## src/supply_fault_pkg.sv

```systemverilog
/*
  Shared constants and types of the supply fault supervisor: flag indices,
  mode encoding, counter widths, reset values and filter timing.
  Assumes a single 250 MHz clock domain.
*/
package supply_fault_pkg;

  typedef enum logic [2:0] {
    MODE_INIT      = 3'h0,
    MODE_NORMAL    = 3'h1,
    MODE_STOP      = 3'h2,
    MODE_SLEEP     = 3'h3,
    MODE_RESTART   = 3'h4,
    MODE_FAIL_SAFE = 3'h5
  } mode_e;

  // positions in the sticky flag vector
  localparam int FLAG_BATTERY_UV = 0;
  localparam int FLAG_HS_UV      = 1;
  localparam int FLAG_HS_OV      = 2;
  localparam int FLAG_MAIN_WARN  = 3;
  localparam int FLAG_MAIN_UV    = 4;
  localparam int FLAG_MAIN_UV_FS = 5;
  localparam int FLAG_MAIN_OV    = 6;
  localparam int FLAG_MAIN_SC    = 7;
  localparam int FLAG_FAILURE    = 8;
  localparam int FLAG_AUX_UV     = 9;
  localparam int FLAG_CAN_UV     = 10;
  localparam int FLAG_INDIVIDUAL_THERMAL_SHUTDOWN_FLAG       = 11;
  localparam int FLAG_AUX_OT     = 12;
  localparam int N_FLAGS         = 13;

  localparam int N_HS  = 4;
  localparam int N_LIN = 2;

  localparam logic [N_FLAGS-1:0] FLAGS_RESET = 13'h0000;
  localparam logic [N_HS-1:0]    HS_RESET    = 4'h0;
  localparam logic [1:0]         AUX_RESET   = 2'h0;
  localparam logic [1:0]         FAIL_NONE   = 2'h0;
  localparam logic [1:0]         FAIL_OT     = 2'h1;

  localparam int          UV_COUNT_W     = 3;
  localparam logic [2:0]  UV_COUNT_RESET = 3'h0;
  localparam logic [2:0]  UV_COUNT_LIMIT = 3'h4;

  localparam int CLK_PERIOD_PS      = 4000;
  localparam int SC_FILTER_US       = 4000;
  // filter in nanoseconds over the clock period in nanoseconds, kept inside int range
  localparam int SC_FILTER_CYCLES   = SC_FILTER_US * 1000 / (CLK_PERIOD_PS / 1000);
  localparam int SC_TIMER_W         = 20;
  localparam logic [19:0] SC_TIMER_RESET = 20'h00000;

  localparam int SYNC_STAGES = 2;

endpackage

```

## src/uv_count_if.sv

```systemverilog
/*
  Carrier between the supervisor and its undervoltage event counter.
  Assumes both ends share one clock.
*/
`timescale 1ns/10ps
interface uv_count_if;
  import supply_fault_pkg::*;
  logic                  event_hit;
  logic                  hold;
  logic                  active;
  logic                  clear;
  logic [UV_COUNT_W-1:0] count;
  logic                  fourth;

  modport counter (input event_hit, hold, active, clear, output count, fourth);
  modport user    (output event_hit, hold, active, clear, input count, fourth);
endinterface

```

## src/supply_fault_supervisor.sv

```systemverilog
/*
  Supply fault supervisor: sticky supply and thermal flags, regulator and
  transceiver gating, reset and fail outputs, mode requests and the
  consecutive undervoltage counter.
  Assumes comparator and wake inputs are asynchronous, mode and software
  strobes come from logic on clk, and a separate mode machine acts on the
  one-cycle restart and fail-safe requests.
*/
`timescale 1ns/10ps
module supply_fault_supervisor #(
  parameter int SC_FILTER = supply_fault_pkg::SC_FILTER_CYCLES
) (
  input  wire logic                                 clk,
  input  wire logic                                 rst,
  input  supply_fault_pkg::mode_e                   mode,
  input  wire logic                                 soft_reset,
  input  wire logic                                 battery_supply_uv,
  input  wire logic                                 high_side_supply_uv,
  input  wire logic                                 high_side_supply_ov,
  input  wire logic                                 main_regulator_warn,
  input  wire logic                                 main_regulator_uv,
  input  wire logic                                 main_regulator_ov,
  input  wire logic                                 aux_regulator_uv,
  input  wire logic                                 aux_regulator_ramping,
  input  wire logic                                 can_supply_uv,
  input  wire logic                                 aux_regulator_ot,
  input  wire logic                                 can_ot,
  input  wire logic [supply_fault_pkg::N_LIN-1:0]   lin_ot,
  input  wire logic [supply_fault_pkg::N_HS-1:0]    high_side_ot,
  input  wire logic                                 wake_event,
  input  wire logic                                 pnp_load_sharing,
  input  wire logic                                 pnp_keep_on_under_battery_uv,
  input  wire logic                                 pnp_stop_keep_on,
  input  wire logic                                 configuration_select,
  input  wire logic                                 overvoltage_reset_enable_wr,
  input  wire logic                                 overvoltage_reset_enable_wdata,
  input  wire logic                                 aux_regulator_enable_wr,
  input  wire logic [1:0]                           aux_regulator_enable_wdata,
  input  wire logic                                 high_side_switches_wr,
  input  wire logic [supply_fault_pkg::N_HS-1:0]    high_side_switches_wdata,
  input  wire logic [supply_fault_pkg::N_FLAGS-1:0] flag_clear,
  input  wire logic [supply_fault_pkg::N_HS-1:0]    high_side_flag_clear,
  input  wire logic                                 can_failure_clear,
  input  wire logic [supply_fault_pkg::N_LIN-1:0]   lin_failure_clear,
  input  wire logic                                 can_active,
  output logic [supply_fault_pkg::N_FLAGS-1:0]      flags,
  output logic [supply_fault_pkg::N_HS-1:0]         high_side_overcurrent_overtemp_flags,
  output logic [1:0]                                can_failure_field,
  output logic [1:0]                                lin_channel_one_failure_field,
  output logic [1:0]                                lin_channel_two_failure_field,
  output logic                                      overvoltage_reset_enable,
  output logic [1:0]                                aux_regulator_enable_bits,
  output logic [supply_fault_pkg::N_HS-1:0]         high_side_switches,
  output logic                                      reset_output_n,
  output logic                                      fail_outputs,
  output logic                                      main_regulator_on,
  output logic                                      main_sc_protect_active,
  output logic                                      pnp_regulator_enable,
  output logic [supply_fault_pkg::N_LIN-1:0]        lin_tx_enable,
  output logic [supply_fault_pkg::N_LIN-1:0]        lin_rx_enable,
  output logic                                      can_tx_enable,
  output logic                                      restart_request,
  output logic                                      fail_safe_request,
  output logic [supply_fault_pkg::UV_COUNT_W-1:0]   main_uv_count
);
  import supply_fault_pkg::*;

  // twelve single comparator levels plus the per-channel vectors
  localparam int N_ASYNC = 12 + N_LIN + N_HS;

  logic [N_ASYNC-1:0] async_bus;
  logic [N_ASYNC-1:0] sync_bus;
  logic               bat_uv;
  logic               hs_uv;
  logic               hs_ov;
  logic               m_warn;
  logic               m_uv;
  logic               m_ov;
  logic               aux_uv;
  logic               aux_ramp;
  logic               can_uv;
  logic               aux_ot;
  logic               can_ot_s;
  logic [N_LIN-1:0]   lin_ot_s;
  logic [N_HS-1:0]    hs_ot;
  logic               wake;
  logic               m_uv_prev;
  logic               m_ov_prev;
  logic               uv_event;
  logic               ov_event;
  logic               ov_restart;
  logic               ov_fail_safe;
  logic               sc_trip;
  logic               sc_running;
  logic [SC_TIMER_W-1:0] sc_timer;
  logic               sleeping;
  logic               aux_ot_hit;
  logic               hs_ot_hit;
  logic               can_ot_hit;
  logic [N_LIN-1:0]   lin_ot_hit;
  logic               any_individual_thermal_shutdown_flag;
  logic               fail_hold;
  logic [N_FLAGS-1:0] flag_set;
  logic [N_FLAGS-1:0] flag_busy;
  logic               main_uv_cleared;

  uv_count_if cnt_if ();

  assign async_bus = {high_side_ot, lin_ot, can_ot, aux_regulator_ot, can_supply_uv,
                      aux_regulator_ramping, aux_regulator_uv, main_regulator_ov,
                      main_regulator_uv, main_regulator_warn, high_side_supply_ov,
                      high_side_supply_uv, battery_supply_uv, wake_event};

  level_sync #(.WIDTH(N_ASYNC)) u_sync (
    .clk      (clk),
    .rst      (rst),
    .async_in (async_bus),
    .sync_out (sync_bus)
  );

  assign {hs_ot, lin_ot_s, can_ot_s, aux_ot, can_uv, aux_ramp, aux_uv, m_ov, m_uv, m_warn,
          hs_ov, hs_uv, bat_uv, wake} = sync_bus;

  assign sleeping = (mode == MODE_SLEEP);

  // main events masked in sleep and while the regulator is off
  assign uv_event = m_uv && !m_uv_prev && !sleeping && main_regulator_on;
  // overvoltage watched in init and normal only
  assign ov_event = m_ov && !m_ov_prev && (mode == MODE_INIT || mode == MODE_NORMAL);
  assign ov_restart   = ov_event && overvoltage_reset_enable && configuration_select;
  assign ov_fail_safe = ov_event && overvoltage_reset_enable && !configuration_select;

  always_ff @(posedge clk) begin
    if (rst) begin
      m_uv_prev <= 1'b0;
      m_ov_prev <= 1'b0;
    end else begin
      m_uv_prev <= m_uv;
      m_ov_prev <= m_ov;
    end
  end

  // counter runs in init, normal and stop
  assign cnt_if.event_hit = uv_event;
  assign cnt_if.active    = (mode == MODE_INIT || mode == MODE_NORMAL || mode == MODE_STOP);
  // held in normal while battery is low
  assign cnt_if.hold      = (mode == MODE_NORMAL) && bat_uv;
  assign cnt_if.clear     = (mode == MODE_FAIL_SAFE) || main_uv_cleared || soft_reset;
  assign main_uv_count    = cnt_if.count;

  uv_event_counter u_uv_count (
    .clk (clk),
    .rst (rst),
    .cnt (cnt_if)
  );

  // short-circuit filter; restarted from zero under battery undervoltage
  assign sc_running = m_uv && main_regulator_on && !sleeping && !bat_uv;
  assign sc_trip    = sc_running && sc_timer == SC_TIMER_W'(SC_FILTER - 1);

  always_ff @(posedge clk) begin
    if (rst) begin
      sc_timer <= SC_TIMER_RESET;
    end else if (!sc_running || sc_trip) begin
      sc_timer <= SC_TIMER_RESET;
    end else begin
      sc_timer <= sc_timer + 20'h00001;
    end
  end

  assign main_sc_protect_active = !bat_uv;

  // regulator off until a bus or wake-input wake
  always_ff @(posedge clk) begin
    if (rst) begin
      main_regulator_on <= 1'b1;
    end else if (sc_trip) begin
      main_regulator_on <= 1'b0;
    end else if (wake) begin
      main_regulator_on <= 1'b1;
    end
  end

  // thermal detection only counts for stages that are on
  assign aux_ot_hit = aux_ot && (aux_regulator_enable_bits != AUX_RESET);
  assign hs_ot_hit  = |(hs_ot & high_side_switches);
  assign can_ot_hit = can_ot_s && can_active;
  assign lin_ot_hit = lin_ot_s & ~{N_LIN{hs_uv}};
  assign any_individual_thermal_shutdown_flag   = aux_ot || (|hs_ot) || can_ot_s || (|lin_ot_s);

  // flag set sources
  always_comb begin
    flag_set                  = '0;
    flag_set[FLAG_BATTERY_UV] = bat_uv;
    flag_set[FLAG_HS_UV]      = hs_uv;
    flag_set[FLAG_HS_OV]      = hs_ov;
    flag_set[FLAG_MAIN_WARN]  = m_warn && !sleeping && main_regulator_on;
    flag_set[FLAG_MAIN_UV]    = uv_event;
    flag_set[FLAG_MAIN_UV_FS] = cnt_if.fourth;
    flag_set[FLAG_MAIN_OV]    = ov_event;
    flag_set[FLAG_MAIN_SC]    = sc_trip;
    flag_set[FLAG_FAILURE]    = sc_trip;
    flag_set[FLAG_AUX_UV]     = aux_uv && !aux_ramp && (aux_regulator_enable_bits != AUX_RESET);
    flag_set[FLAG_CAN_UV]     = can_uv;
    flag_set[FLAG_INDIVIDUAL_THERMAL_SHUTDOWN_FLAG]       = aux_ot_hit || hs_ot_hit || can_ot_hit || (|lin_ot_hit);
    flag_set[FLAG_AUX_OT]     = aux_ot_hit;
  end

  // clears refused while the cause persists
  always_comb begin
    flag_busy                  = '0;
    flag_busy[FLAG_BATTERY_UV] = bat_uv;
    flag_busy[FLAG_HS_UV]      = hs_uv;
    flag_busy[FLAG_HS_OV]      = hs_ov;
    flag_busy[FLAG_INDIVIDUAL_THERMAL_SHUTDOWN_FLAG]       = any_individual_thermal_shutdown_flag;
    flag_busy[FLAG_AUX_OT]     = aux_ot;
  end

  for (genvar i = 0; i < N_FLAGS; i++) begin : g_flag
    always_ff @(posedge clk) begin
      if (rst) begin
        flags[i] <= FLAGS_RESET[i];
      end else if (flag_set[i]) begin
        flags[i] <= 1'b1;
      end else if (flag_clear[i] && !flag_busy[i]) begin
        flags[i] <= 1'b0;
      end
    end
  end

  assign main_uv_cleared = flags[FLAG_MAIN_UV] && flag_clear[FLAG_MAIN_UV]
                           && !flag_set[FLAG_MAIN_UV];

  // any hot switch that is on drops all switches and marks all flags
  for (genvar h = 0; h < N_HS; h++) begin : g_hs
    always_ff @(posedge clk) begin
      if (rst) begin
        high_side_overcurrent_overtemp_flags[h] <= 1'b0;
      end else if (hs_ot_hit) begin
        high_side_overcurrent_overtemp_flags[h] <= 1'b1;
      end else if (high_side_flag_clear[h] && !hs_ot[h]) begin
        high_side_overcurrent_overtemp_flags[h] <= 1'b0;
      end
    end
  end

  always_ff @(posedge clk) begin
    if (rst) begin
      high_side_switches <= HS_RESET;
    end else if (hs_ot_hit) begin
      high_side_switches <= HS_RESET;
    end else if (high_side_switches_wr) begin
      high_side_switches <= high_side_switches_wdata;
    end
  end

  // aux enables cleared, software must re-enable
  always_ff @(posedge clk) begin
    if (rst) begin
      aux_regulator_enable_bits <= AUX_RESET;
    end else if (aux_ot_hit) begin
      aux_regulator_enable_bits <= AUX_RESET;
    end else if (aux_regulator_enable_wr) begin
      aux_regulator_enable_bits <= aux_regulator_enable_wdata;
    end
  end

  // failure fields show 01 on overtemperature
  always_ff @(posedge clk) begin
    if (rst) begin
      can_failure_field <= FAIL_NONE;
    end else if (can_ot_hit) begin
      can_failure_field <= FAIL_OT;
    end else if (can_failure_clear && !can_ot_s) begin
      can_failure_field <= FAIL_NONE;
    end
  end

  always_ff @(posedge clk) begin
    if (rst) begin
      lin_channel_one_failure_field <= FAIL_NONE;
      lin_channel_two_failure_field <= FAIL_NONE;
    end else begin
      if (lin_ot_hit[0]) begin
        lin_channel_one_failure_field <= FAIL_OT;
      end else if (lin_failure_clear[0] && !lin_ot_s[0]) begin
        lin_channel_one_failure_field <= FAIL_NONE;
      end
      if (lin_ot_hit[1]) begin
        lin_channel_two_failure_field <= FAIL_OT;
      end else if (lin_failure_clear[1] && !lin_ot_s[1]) begin
        lin_channel_two_failure_field <= FAIL_NONE;
      end
    end
  end

  // enable bit self-clears once the restart is taken
  always_ff @(posedge clk) begin
    if (rst) begin
      overvoltage_reset_enable <= 1'b0;
    end else if (ov_restart) begin
      overvoltage_reset_enable <= 1'b0;
    end else if (overvoltage_reset_enable_wr) begin
      // software writes zero here before stop
      overvoltage_reset_enable <= overvoltage_reset_enable_wdata;
    end
  end

  // restart on undervoltage except the fourth event; or on overvoltage, select one
  always_ff @(posedge clk) begin
    if (rst) begin
      restart_request <= 1'b0;
    end else begin
      restart_request <= (uv_event && !cnt_if.fourth) || ov_restart;
    end
  end

  // fourth event; overvoltage, select zero; short trip
  always_ff @(posedge clk) begin
    if (rst) begin
      fail_safe_request <= 1'b0;
    end else begin
      fail_safe_request <= cnt_if.fourth || ov_fail_safe || sc_trip;
    end
  end

  // fail outputs latch until the next wake outside restart mode
  always_ff @(posedge clk) begin
    if (rst) begin
      fail_hold <= 1'b0;
    end else if (ov_restart || ov_fail_safe || sc_trip) begin
      fail_hold <= 1'b1;
    end else if (wake && mode != MODE_RESTART) begin
      fail_hold <= 1'b0;
    end
  end

  assign fail_outputs = fail_hold;

  // reset output low while main supply is under threshold outside sleep
  always_ff @(posedge clk) begin
    if (rst) begin
      reset_output_n <= 1'b0;
    end else begin
      reset_output_n <= !(m_uv && !sleeping) && main_regulator_on;
    end
  end

  always_ff @(posedge clk) begin
    if (rst) begin
      pnp_regulator_enable <= 1'b0;
    end else begin
      pnp_regulator_enable <= !(bat_uv && !pnp_keep_on_under_battery_uv)
                              && !(pnp_load_sharing && mode == MODE_STOP && !pnp_stop_keep_on);
    end
  end

  // LIN off during high-side undervoltage; tx off when hot
  always_ff @(posedge clk) begin
    if (rst) begin
      lin_tx_enable <= '0;
      lin_rx_enable <= '0;
      can_tx_enable <= 1'b0;
    end else begin
      lin_tx_enable <= ~({N_LIN{hs_uv}} | lin_ot_s);
      lin_rx_enable <= ~{N_LIN{hs_uv}};
      can_tx_enable <= !can_ot_s;
    end
  end

endmodule

```

## src/level_sync.sv

```systemverilog
/*
  Two flip-flop synchroniser for a vector of asynchronous comparator levels.
  Assumes each bit is an independent level; no bus coherence is kept.
*/
`timescale 1ns/10ps
module level_sync #(
  parameter int WIDTH = 1
) (
  input  wire logic             clk,
  input  wire logic             rst,
  input  wire logic [WIDTH-1:0] async_in,
  output logic      [WIDTH-1:0] sync_out
);
  logic [WIDTH-1:0] meta;

  always_ff @(posedge clk) begin
    if (rst) begin
      meta     <= '0;
      sync_out <= '0;
    end else begin
      meta     <= async_in;
      sync_out <= meta;
    end
  end
endmodule

```

## src/uv_event_counter.sv

```systemverilog
/*
  Counter of consecutive main regulator undervoltage events.
  Assumes event_hit is a one-cycle pulse from the supervisor.
*/
`timescale 1ns/10ps
module uv_event_counter (
  input  wire logic clk,
  input  wire logic rst,
  uv_count_if.counter cnt
);
  import supply_fault_pkg::*;

  logic [UV_COUNT_W-1:0] count;

  assign cnt.count = count;

  always_ff @(posedge clk) begin
    if (rst) begin
      count <= UV_COUNT_RESET;
    end else if (cnt.clear) begin
      count <= UV_COUNT_RESET;
    end else if (cnt.event_hit && cnt.active && !cnt.hold && count != UV_COUNT_LIMIT) begin
      count <= count + 3'h1;
    end
  end

  // fourth event, same cycle
  // combinational so the supervisor can withhold the restart of that very event
  assign cnt.fourth = cnt.event_hit && cnt.active && !cnt.hold && !cnt.clear
                      && count == UV_COUNT_LIMIT - 3'h1;
endmodule

```

## config.mk

```make
export PLATFORM = sky130hd
export DESIGN_NAME = supply_fault_supervisor
export DESIGN_NICKNAME = d
export VERILOG_FILES = /design/src/supply_fault_pkg.sv /design/src/uv_count_if.sv /design/src/supply_fault_supervisor.sv /design/src/level_sync.sv /design/src/uv_event_counter.sv
export SDC_FILE = /design/constraint.sdc
export NUM_CORES = 1
export LEC_CHECK = 0
export BUFFER_PORTS_ARGS = -buffer_cell sky130_fd_sc_hd__buf_4
export CORE_ASPECT_RATIO = 0.6
export CORE_UTILIZATION = 45
export CTS_CLUSTER_DIAMETER = 120
export DETAILED_ROUTE_END_ITERATION = 7
export PLACE_DENSITY = 0.83
export SYNTH_ARGS = -nofsm -noshare
export SYNTH_HDL_FRONTEND = slang
export SYNTH_SLANG_ARGS = --single-unit
```

## constraint.sdc

```tcl
create_clock -name clk -period 4.35 [get_ports clk]
set_input_delay 0 -clock clk [delete_from_list [all_inputs] [get_ports clk]]
set_output_delay 0 -clock clk [all_outputs]
set_load 0.05 [all_outputs]
```

## Word-level counts from Yosys, hierarchy flattened

Cells that the tools add are included.

| operators by class | value |
|---|---|
| bitwise gates (word level) | 5 |
| mux-type cells | 44 |
| equal/unequal tests | 8 |
| reductions and logical operators | 122 |
| $add $sub $neg | 2 |

Operators with widths:

| kind | number |
|---|---|
| logical AND 1 bit | 46 |
| nonzero test 2 bit | 23 |
| two-way mux 1 bit | 44 |
| logical NOT 1 bit | 27 |
| adder 20 x 1 -> 20 bit (second input constant) | 1 |
| == test 20 bit (second input constant) | 1 |
| logical OR 1 bit | 16 |
| OR reduction 2 bit | 6 |
| == test 3 x 2 -> 1 bit (second input constant) | 3 |
| OR reduction 4 bit | 2 |
| inequality test 3 bit (second input constant) | 2 |
| OR reduction 5 bit | 1 |
| bitwise AND 4 bit | 1 |
| inverter 2 bit | 2 |
| adder 3 x 1 -> 3 bit (second input constant) | 1 |
| == test 3 x 1 -> 1 bit (second input constant) | 1 |
| == test 3 bit (second input constant) | 1 |
| logical NOT 3 bit | 1 |
| bitwise AND 2 bit | 1 |
| OR 2 bit | 1 |

| storage, ports and cells | value |
|---|---|
| word-level logic and storage cells | 219 |
| register bits after elaboration | 99 |
| output and inout port bits | 45 |

## Longest topological paths before layout

Gate-level depths: netlist (run 1).

| depth | value |
|---|---|
| depth in word-level cells | 14 |
| gate-level depth with buffers | 7 |
| mapped depth without buffers | 6 |

## Hierarchy

From an unflattened synthesis (run 1), not the netlist that was laid out.

| second synthesis, totals | value |
|---|---|
| cell total of the unflattened synthesis | 375 |
| area, all modules | 3631.0 um^2 |

By module, submodules not included:

| module | instances | cells an instance | area an instance (um^2) |
|---|---|---|---|
| supply_fault_supervisor | 1 | 279 | 2433.6 |
| level_sync | 1 | 75 | 994.7 |
| uv_event_counter | 1 | 21 | 202.7 |

## Least setup slack after synthesis (run 1)

No wires, ideal clock.

| timing | value |
|---|---|
| path type | register -> register |
| start point | register u_uv_count.count[0] (netlist: u_uv_count.cnt.count[0]) |
| end point | register u_uv_count.count[1] (netlist: u_uv_count.cnt.count[1]) |
| setup time | 125 ps |
| required time | 4225 ps |
| path buffers | 0 |
| data arrival time | 1940 ps |
| stages on the path, launching flop included | 6 |
| slack | 2285 ps |
| period minus slack after synthesis | 2065 ps |
| path through | dfxtp_1 inv_1 ha_1 a2111oi_0 mux2i_1 nor2_1 |

| on the way | value |
|---|---|
| cells in the longest elaborated chain, start to end | 2 |
| elaborated cells between the ends (all ways) | 3 |

Ends and longest elaborated chain:

| what | line | source |
|---|---|---|
| start, declared | uv_event_counter.sv:13 | `logic [UV_COUNT_W-1:0] count;` |
| start signal, assigned | uv_event_counter.sv:23 | `count <= count + 3'h1;` |
| parallel branches: the longest is 2 deep, another holds adder 3 x 1 -> 3 bit | -- |  |

Several ways; the timed one is not identified.
A chain may end at the register's enable or synchronous reset.

## Worst setup path in the final report (run 1)

| timing | value |
|---|---|
| start point | register sc_timer[0] |
| end point | register sc_timer[19] |

| on the way | value |
|---|---|
| cells in the longest elaborated chain, start to end | 4 |
| elaborated cells between the ends (all ways) | 5 |

Ends and longest elaborated chain:

| what | line | source |
|---|---|---|
| start, declared | supply_fault_supervisor.sv:95 | `logic [SC_TIMER_W-1:0] sc_timer;` |
| start signal, assigned | supply_fault_supervisor.sv:167 | `sc_timer <= sc_timer + 20'h00001;` |
| parallel branches: the longest is 4 deep, another holds adder 20 x 1 -> 20 bit | -- |  |

Several ways; the timed one is not identified.

==> results of run 1 <==
## final cells by class
class                           count  area [µm²]
Inverter                           22        82.6
Fill cell                         582        2340
Clock inverter                      6        67.6
Timing Repair Buffer              145        1200
Clock buffer                       10         229
Sequential cell                    98        1960
Multi-Input combinational cell    224        1410
Tap cell                          104         130
## final timing paths
kind	start	end	cells after the start
max	sc_timer[0]	sc_timer[19]	6
min	high_side_flag_clear[2]	high_side_overcurrent_overtemp_flags[2]	4
max reg2reg	sc_timer[0]	sc_timer[19]	6
min reg2reg	u_sync.meta[15]	u_sync.sync_out[15]	1
## state kept, by name (all words and copies together), names as in the netlist, 2 cells and up
name,flops
u_uv_count.cnt.count,3
u_sync.sync_out,18
u_sync.meta,18
sc_timer,20
lin_tx_enable,2
high_side_overcurrent_overtemp_flags,4
high_side_switches,4
flags,13
aux_regulator_enable_bits,2
## worst max-delay path: stages, from the launching register on
cell and delay (ns):
dfxtp_1 0.38, ha_1 0.22, and4_1 0.33, nand2_1 0.17, o311ai_2 0.54, buf_4 0.30, a21oi_1 0.08
## per-layer routing
layer	share of wire	wire, µm
met2	0.47	4140
met3	0.056	491
met5	0	0
met1	0.45	3950
met4	0.026	229
## per-stage QoR
stage | area [µm²] | utilization | hold slack (ns) | setup WS (ns) | power, mW
after global routing | 5080 | 0.685 | 0.0191 | 2.06 | 2.01
after detailed placement | 4350 | 0.587 | 0.216 | 2.29 | 1.15
after global placement | 4350 | 0.587 | 0.212 | 2.36 | 1.15
final | 5080 | 0.685 | 0.0114 | 2.19 | 1.94
after CTS | 5080 | 0.685 | 0.00106 | 2.20 | 1.96
after floorplan | 3530 | - | 0.118 | 2.28 | 1.07
## cells in the mapped netlist, drive strengths merged, types with 3 or more instances
cell    number  area share
dfxtp       98        0.56
o21ai       13       0.018
xnor2        3      0.0075
clkbuf       8      0.0085
mux2i        8       0.023
nand3        6      0.0099
nor4b        4      0.0099
inv         22       0.023
xor2        12       0.030
ha           4       0.014
nand2b       8       0.014
nor2b       39       0.069
a21oi       24       0.034
or3          3      0.0053
and4         4      0.0099
nand3b       3      0.0064
or4          5       0.012
nor3         5      0.0071
nand2       11       0.012
buf          9       0.015
nand4        7       0.012
nor2        33       0.035
o21a         3      0.0064
## kinds of logic after synthesis
group / synth area share
flops: 0.556
buf+inv: 0.0472
fa+ha+maj: 0.0142
mux: 0.0227
other cells: 0.00106
simple gates: 0.220
xor+xnor: 0.0373
compound gates: 0.101
## power by group
group	leakage [nW]	internal [mW]	total [mW]	switching (mW)
sequential	0.803	0.928	0.945	0.0170
combinational	1.18	0.104	0.222	0.118
clock	0.139	0.446	0.777	0.331
total	2.12	1.48	1.94	0.465
==> metrics.md, run 1 <==
| Metric | Value |
|---|---|
| Final Skew | `0.00474 ns` |
| Mapped cell area | `0.00353 mm²` |
| Initial Utilization | `0.475` |
| Worst Tran Pin Value | `0.878 ns` |
| Synth unique cells | `49` |
| Cells after Synth | `359` |
| Global Route met2 Usage | `0.362` |
| Clock sinks | `98` |
| Worst Path Required | `4.55 ns` |
| FFs w/ async S/R, synth | `0` |
| Final net count | `563` |
| Maximum clock path buffer count | `2` |
| Drc violations | `0` |
| Worst EP arrival | `2.37 ns` |
| Synth Warn # | `0` |
| DRT iter0 DRCs | `148` |
| Post-synth EDFFs | `0` |
| Post-route antenna net violation count | `0` |
| Final setup viols | `0` |
| Via count | `2988` |
| TritonRoute pass-1 iters | `4` |
| Post-cts sizing count | `0` |
| Crit Path Category | `register to register` |
| Setup slack, reg-to-reg | `2.19 ns` |
| Setup bufs post-CTS | `0` |
| Antenna violations before repair | `0` |
| Number of global-route vias before repair | `2915` |
| Root buf cell | `clkbuf_16` |
| Busiest metal layer after global routing | `met2` |
| CORE AREA | `0.00742 mm²` |
| IO Pins | `104` |
| Sum Neg Setup Slack | `0 ns` |
| Met3 Use GR | `0.0634` |
| Layout cells sized above 1 | `0.240` |
| Pin count of the biggest net entering global routing | `71` |
| Synth-to-Final Area Change | `44.1%` |
| CTS Buf Count | `9` |
| Routability cong. | `0.837` |
| Crit path launch type | `register` |
| Pwr Density | `383 mW/mm²` |
| Max Clk Rate | `463 MHz` |
| GRT met1 Usage | `0.281` |
| Port Buf Inserts | `100` |
| Drt total wl | `8.81 mm` |
| VDD IR max | `0.000262 V` |
| Die area | `0.00820 mm²` |
| Dpl hpwl | `5.77 mm` |
| Top_reg_cell synth | `dfxtp_1` |
| Period utilisation layout | `0.497` |
| Commonest non-fill, non-tap cells in the layout | `buf_4, dfxtp_1, dlygate4sd3_1` |
| Peak fanout along the critical path | `14` |
| CTS Hold Bufs | `43` |
| Rel. slew slack | `0.399` |
| Fin. max-slew vios | `0` |
| Vias per inst | `4.91` |
| Hold Path Class | `input port to register` |
| Clk slew on worst S/H paths | `0.07 ns` |
| Count of final hold-check violations | `0` |
| GR Util All Layers | `0.223` |
| CTS tree | `done` |
| Status | `complete, no violations` |
| Chip height | `70.6 µm` |
| FF+latch count, synth | `98` |
| Number of antenna cells inserted | `0` |
| Placed Cells | `550` |
| Final Instance Count excl. Fillers | `609` |
| Worst Setup End Kind | `register` |
| Die X | `116 µm` |
| CTS H-tree lvls | `3` |
| First-pass GRT wire length | `13.8 mm` |
| Row count | `24` |
| Post-layout min period | `2.16 ns` |
| DR WL/cell | `14.5 µm` |
| Clk_lat worst skew | `0.34 ns` |
| Share of the yosys chip area belonging to registers | `0.556` |
| Leading cell type in the layout, fill and taps excluded | `buf_4` |
| Grt total ovfl | `0` |
| Max Cap Viol | `0` |
| Setup repair after global routing missed its margin | `no` |
| Pleak | `2.12 nW` |
| Syn Area/Cell | `9.82 µm²` |
Power figures use the tool's default switching activity.
==> run 2: changes to the inputs <==
clock period = 2.3 ns   (was 4.35 ns; I/O delays follow)
==> run 2 against run 1 <==
The run now ends with hold timing left. Final cell count up 0.82%. Design area up 0.84%. Die area unchanged. Critical path type unchanged. Power up 90%. Register-to-register slack worse by 1.8 ns. Sequential share of layout area down 0.32 points. Critical endpoint is now main_regulator_on. Utilization up 0.57 points.
==> metrics.md, run 2 (same netlist as run 1, synthesis figures left out) <==
| Metric | Value |
|---|---|
| Drt total wl | `8.80 mm` |
| Metal-1 WL | `3.93 mm` |
| Commonest non-fill, non-tap cells in the layout | `buf_4, dfxtp_1, dlygate4sd3_1` |
| VDD IR max | `0.000576 V` |
| Critical path startpoint | `sc_timer[0]` |
| Dpl hpwl | `5.85 mm` |
| CTS H-tree lvls | `3` |
| Final net count | `568` |
| Post-layout min period | `1.94 ns` |
| TritonRoute pass-1 iters | `4` |
| Layout cells sized above 1 | `0.247` |
| CTS Hold Bufs | `44` |
| Seq. cell area | `0.00196 mm²` |
| First-pass GRT wire length | `14.2 mm` |
| Metal2 WL | `4.14 mm` |
| Maximum clock path buffer count | `2` |
| Clock sinks | `98` |
| Crit Path Category | `register to register` |
| Peak fanout along the critical path | `6` |
| FF-to-FF End | `main_regulator_on` |
| Crit-path leading delay family | `simple AND/OR/NAND/NOR gates` |
| Die X | `116 µm` |
| Row count | `24` |
| Largest registers | `sc_timer x20, u_sync.meta x18, u_sync.sync_out x18` |
| Worst Path Required | `2.54 ns` |
| Critical-path top delay cell | `or4_4` |
| IO Pins | `104` |
| Root buf cell | `clkbuf_16` |
| Max Clk Rate | `516 MHz` |
| Area of the multi-input gates | `0.00141 mm²` |
| Status | `finished, violations left` |
| CP Cell Sequence | `ha_1 -> and4_1 -> nand2_1 -> or4_4 -> a21o_1` |
| Via count | `3042` |
| Final Instance Count excl. Fillers | `614` |
| Critical R2R Launch | `sc_timer[0]` |
| Clk slew on worst S/H paths | `0.06 ns` |
| Pleak | `2.15 nW` |
| Worst EP arrival | `2.17 ns` |
| Leading cell type in the layout, fill and taps excluded | `buf_4` |
| Grt total ovfl | `0` |
| WL met3 | `554 µm` |
| Final setup viols | `0` |
| Total chip power | `3.69 mW` |
| Filler cell count | `557` |
| Crit path launch type | `register` |
| DRT iter0 DRCs | `156` |
| Antenna violations before repair | `0` |
| GR Util All Layers | `0.228` |
| Largest register by flop count | `sc_timer` |
| Chip height | `70.6 µm` |
| Period utilisation layout | `0.842` |
| Drc violations | `0` |
| Setup bufs post-CTS | `0` |
| Number of flip-flops in the largest register | `20` |
| Post-cts sizing count | `0` |
| Pin count of the biggest net entering global routing | `40` |
| Count of final hold-check violations | `1` |
| Routability cong. | `0.851` |
| Hold Path Class | `input port to register` |
| Initial Utilization | `0.475` |
| Hold Path End | `aux_regulator_enable_bits[0]` |
| Clk_lat worst skew | `0.35 ns` |
| Setup slack, reg-to-reg | `0.36 ns` |
| Placed Cells | `554` |
| DR WL/cell | `14.3 µm` |
| Worst-case reg-to-reg path depth | `5` |
| CORE AREA | `0.00742 mm²` |
| Setup repair after global routing missed its margin | `no` |
| Worst Hold Path Cells | `3` |
| Fin. max-slew vios | `0` |
| Max layer used | `met4` |
| Max Cap Viol | `0` |
| Min-delay src | `aux_regulator_enable_wdata[0]` |
| CTS tree | `done` |
| Final Skew | `0.00802 ns` |
| Vias per inst | `4.95` |
| CTS Buf Count | `9` |
| Post-route antenna net violation count | `0` |
| Max incr delay on CP | `0.59 ns` |
| Failing checks | `hold timing` |
| Die area | `0.00820 mm²` |
| Worst Setup End Kind | `register` |
| Min Hold Slack | `-0.00743 ns` |
| Port Buf Inserts | `100` |
| Number of antenna cells inserted | `0` |
| Synth-to-Final Area Change | `45.3%` |
| Pwr Density | `720 mW/mm²` |
| Number of global-route vias before repair | `2991` |
| CP bufs+invs | `0` |
| Sum Neg Setup Slack | `0 ns` |
run 2: worst max path at each step:
stage,to,slack [ns],cells past startpoint
2_1_floorplan,u_uv_count.cnt.count[1],0.23,5
3_3_place_gp,main_regulator_on,0.43,5
3_5_place_dp,main_regulator_on,0.38,5
4_1_cts,main_regulator_on,0.37,5
5_1_grt,flags[8],0.23,5
6_report,main_regulator_on,0.36,5
run 2: metal layers:
metal / vias up / global-route usage
met4: 0 / 0.0926
met1: 1428 / 0.297
li1: 1500 / -
met2: 98 / 0.366
met5: - / 0
met3: 16 / 0.0557
run 2: worst reg2reg max path: stages, from the launching register on:
cell and delay (ns):
dfxtp_1 0.37, ha_1 0.22, and4_1 0.33, nand2_1 0.15, or4_4 0.59, a21o_1 0.18
run 2: through the flow:
step	hold slack, ns	worst slack [ns]	util	cell area, µm²
floorplan	0.118	0.235	-	3530
global placement	0.212	0.434	0.591	4380
detailed placement	0.214	0.378	0.591	4380
CTS	0.00000352	0.369	0.691	5120
global route	0.0161	0.232	0.691	5120
finish	-0.00743	0.364	0.691	5120
run 2: layout make-up:
| class | instances | share of cell area |
|---|---|---|
| inverters | 22 | 0.0161 |
| flip-flops and latches | 98 | 0.383 |
| multi-input cells | 224 | 0.276 |
| clock inverters | 5 | 0.00904 |
| well taps | 104 | 0.0254 |
| repair buffers | 150 | 0.241 |
| clock buffers | 11 | 0.0493 |
run 2: report_power, final:
| part | switching [mW] | internal [mW] | total [mW] |
|---|---|---|---|
| Combinational | 0.225 | 0.202 | 0.427 |
| Sequential | 0.0334 | 1.75 | 1.79 |
| Clock | 0.661 | 0.809 | 1.47 |
| Total | 0.919 | 2.77 | 3.69 |
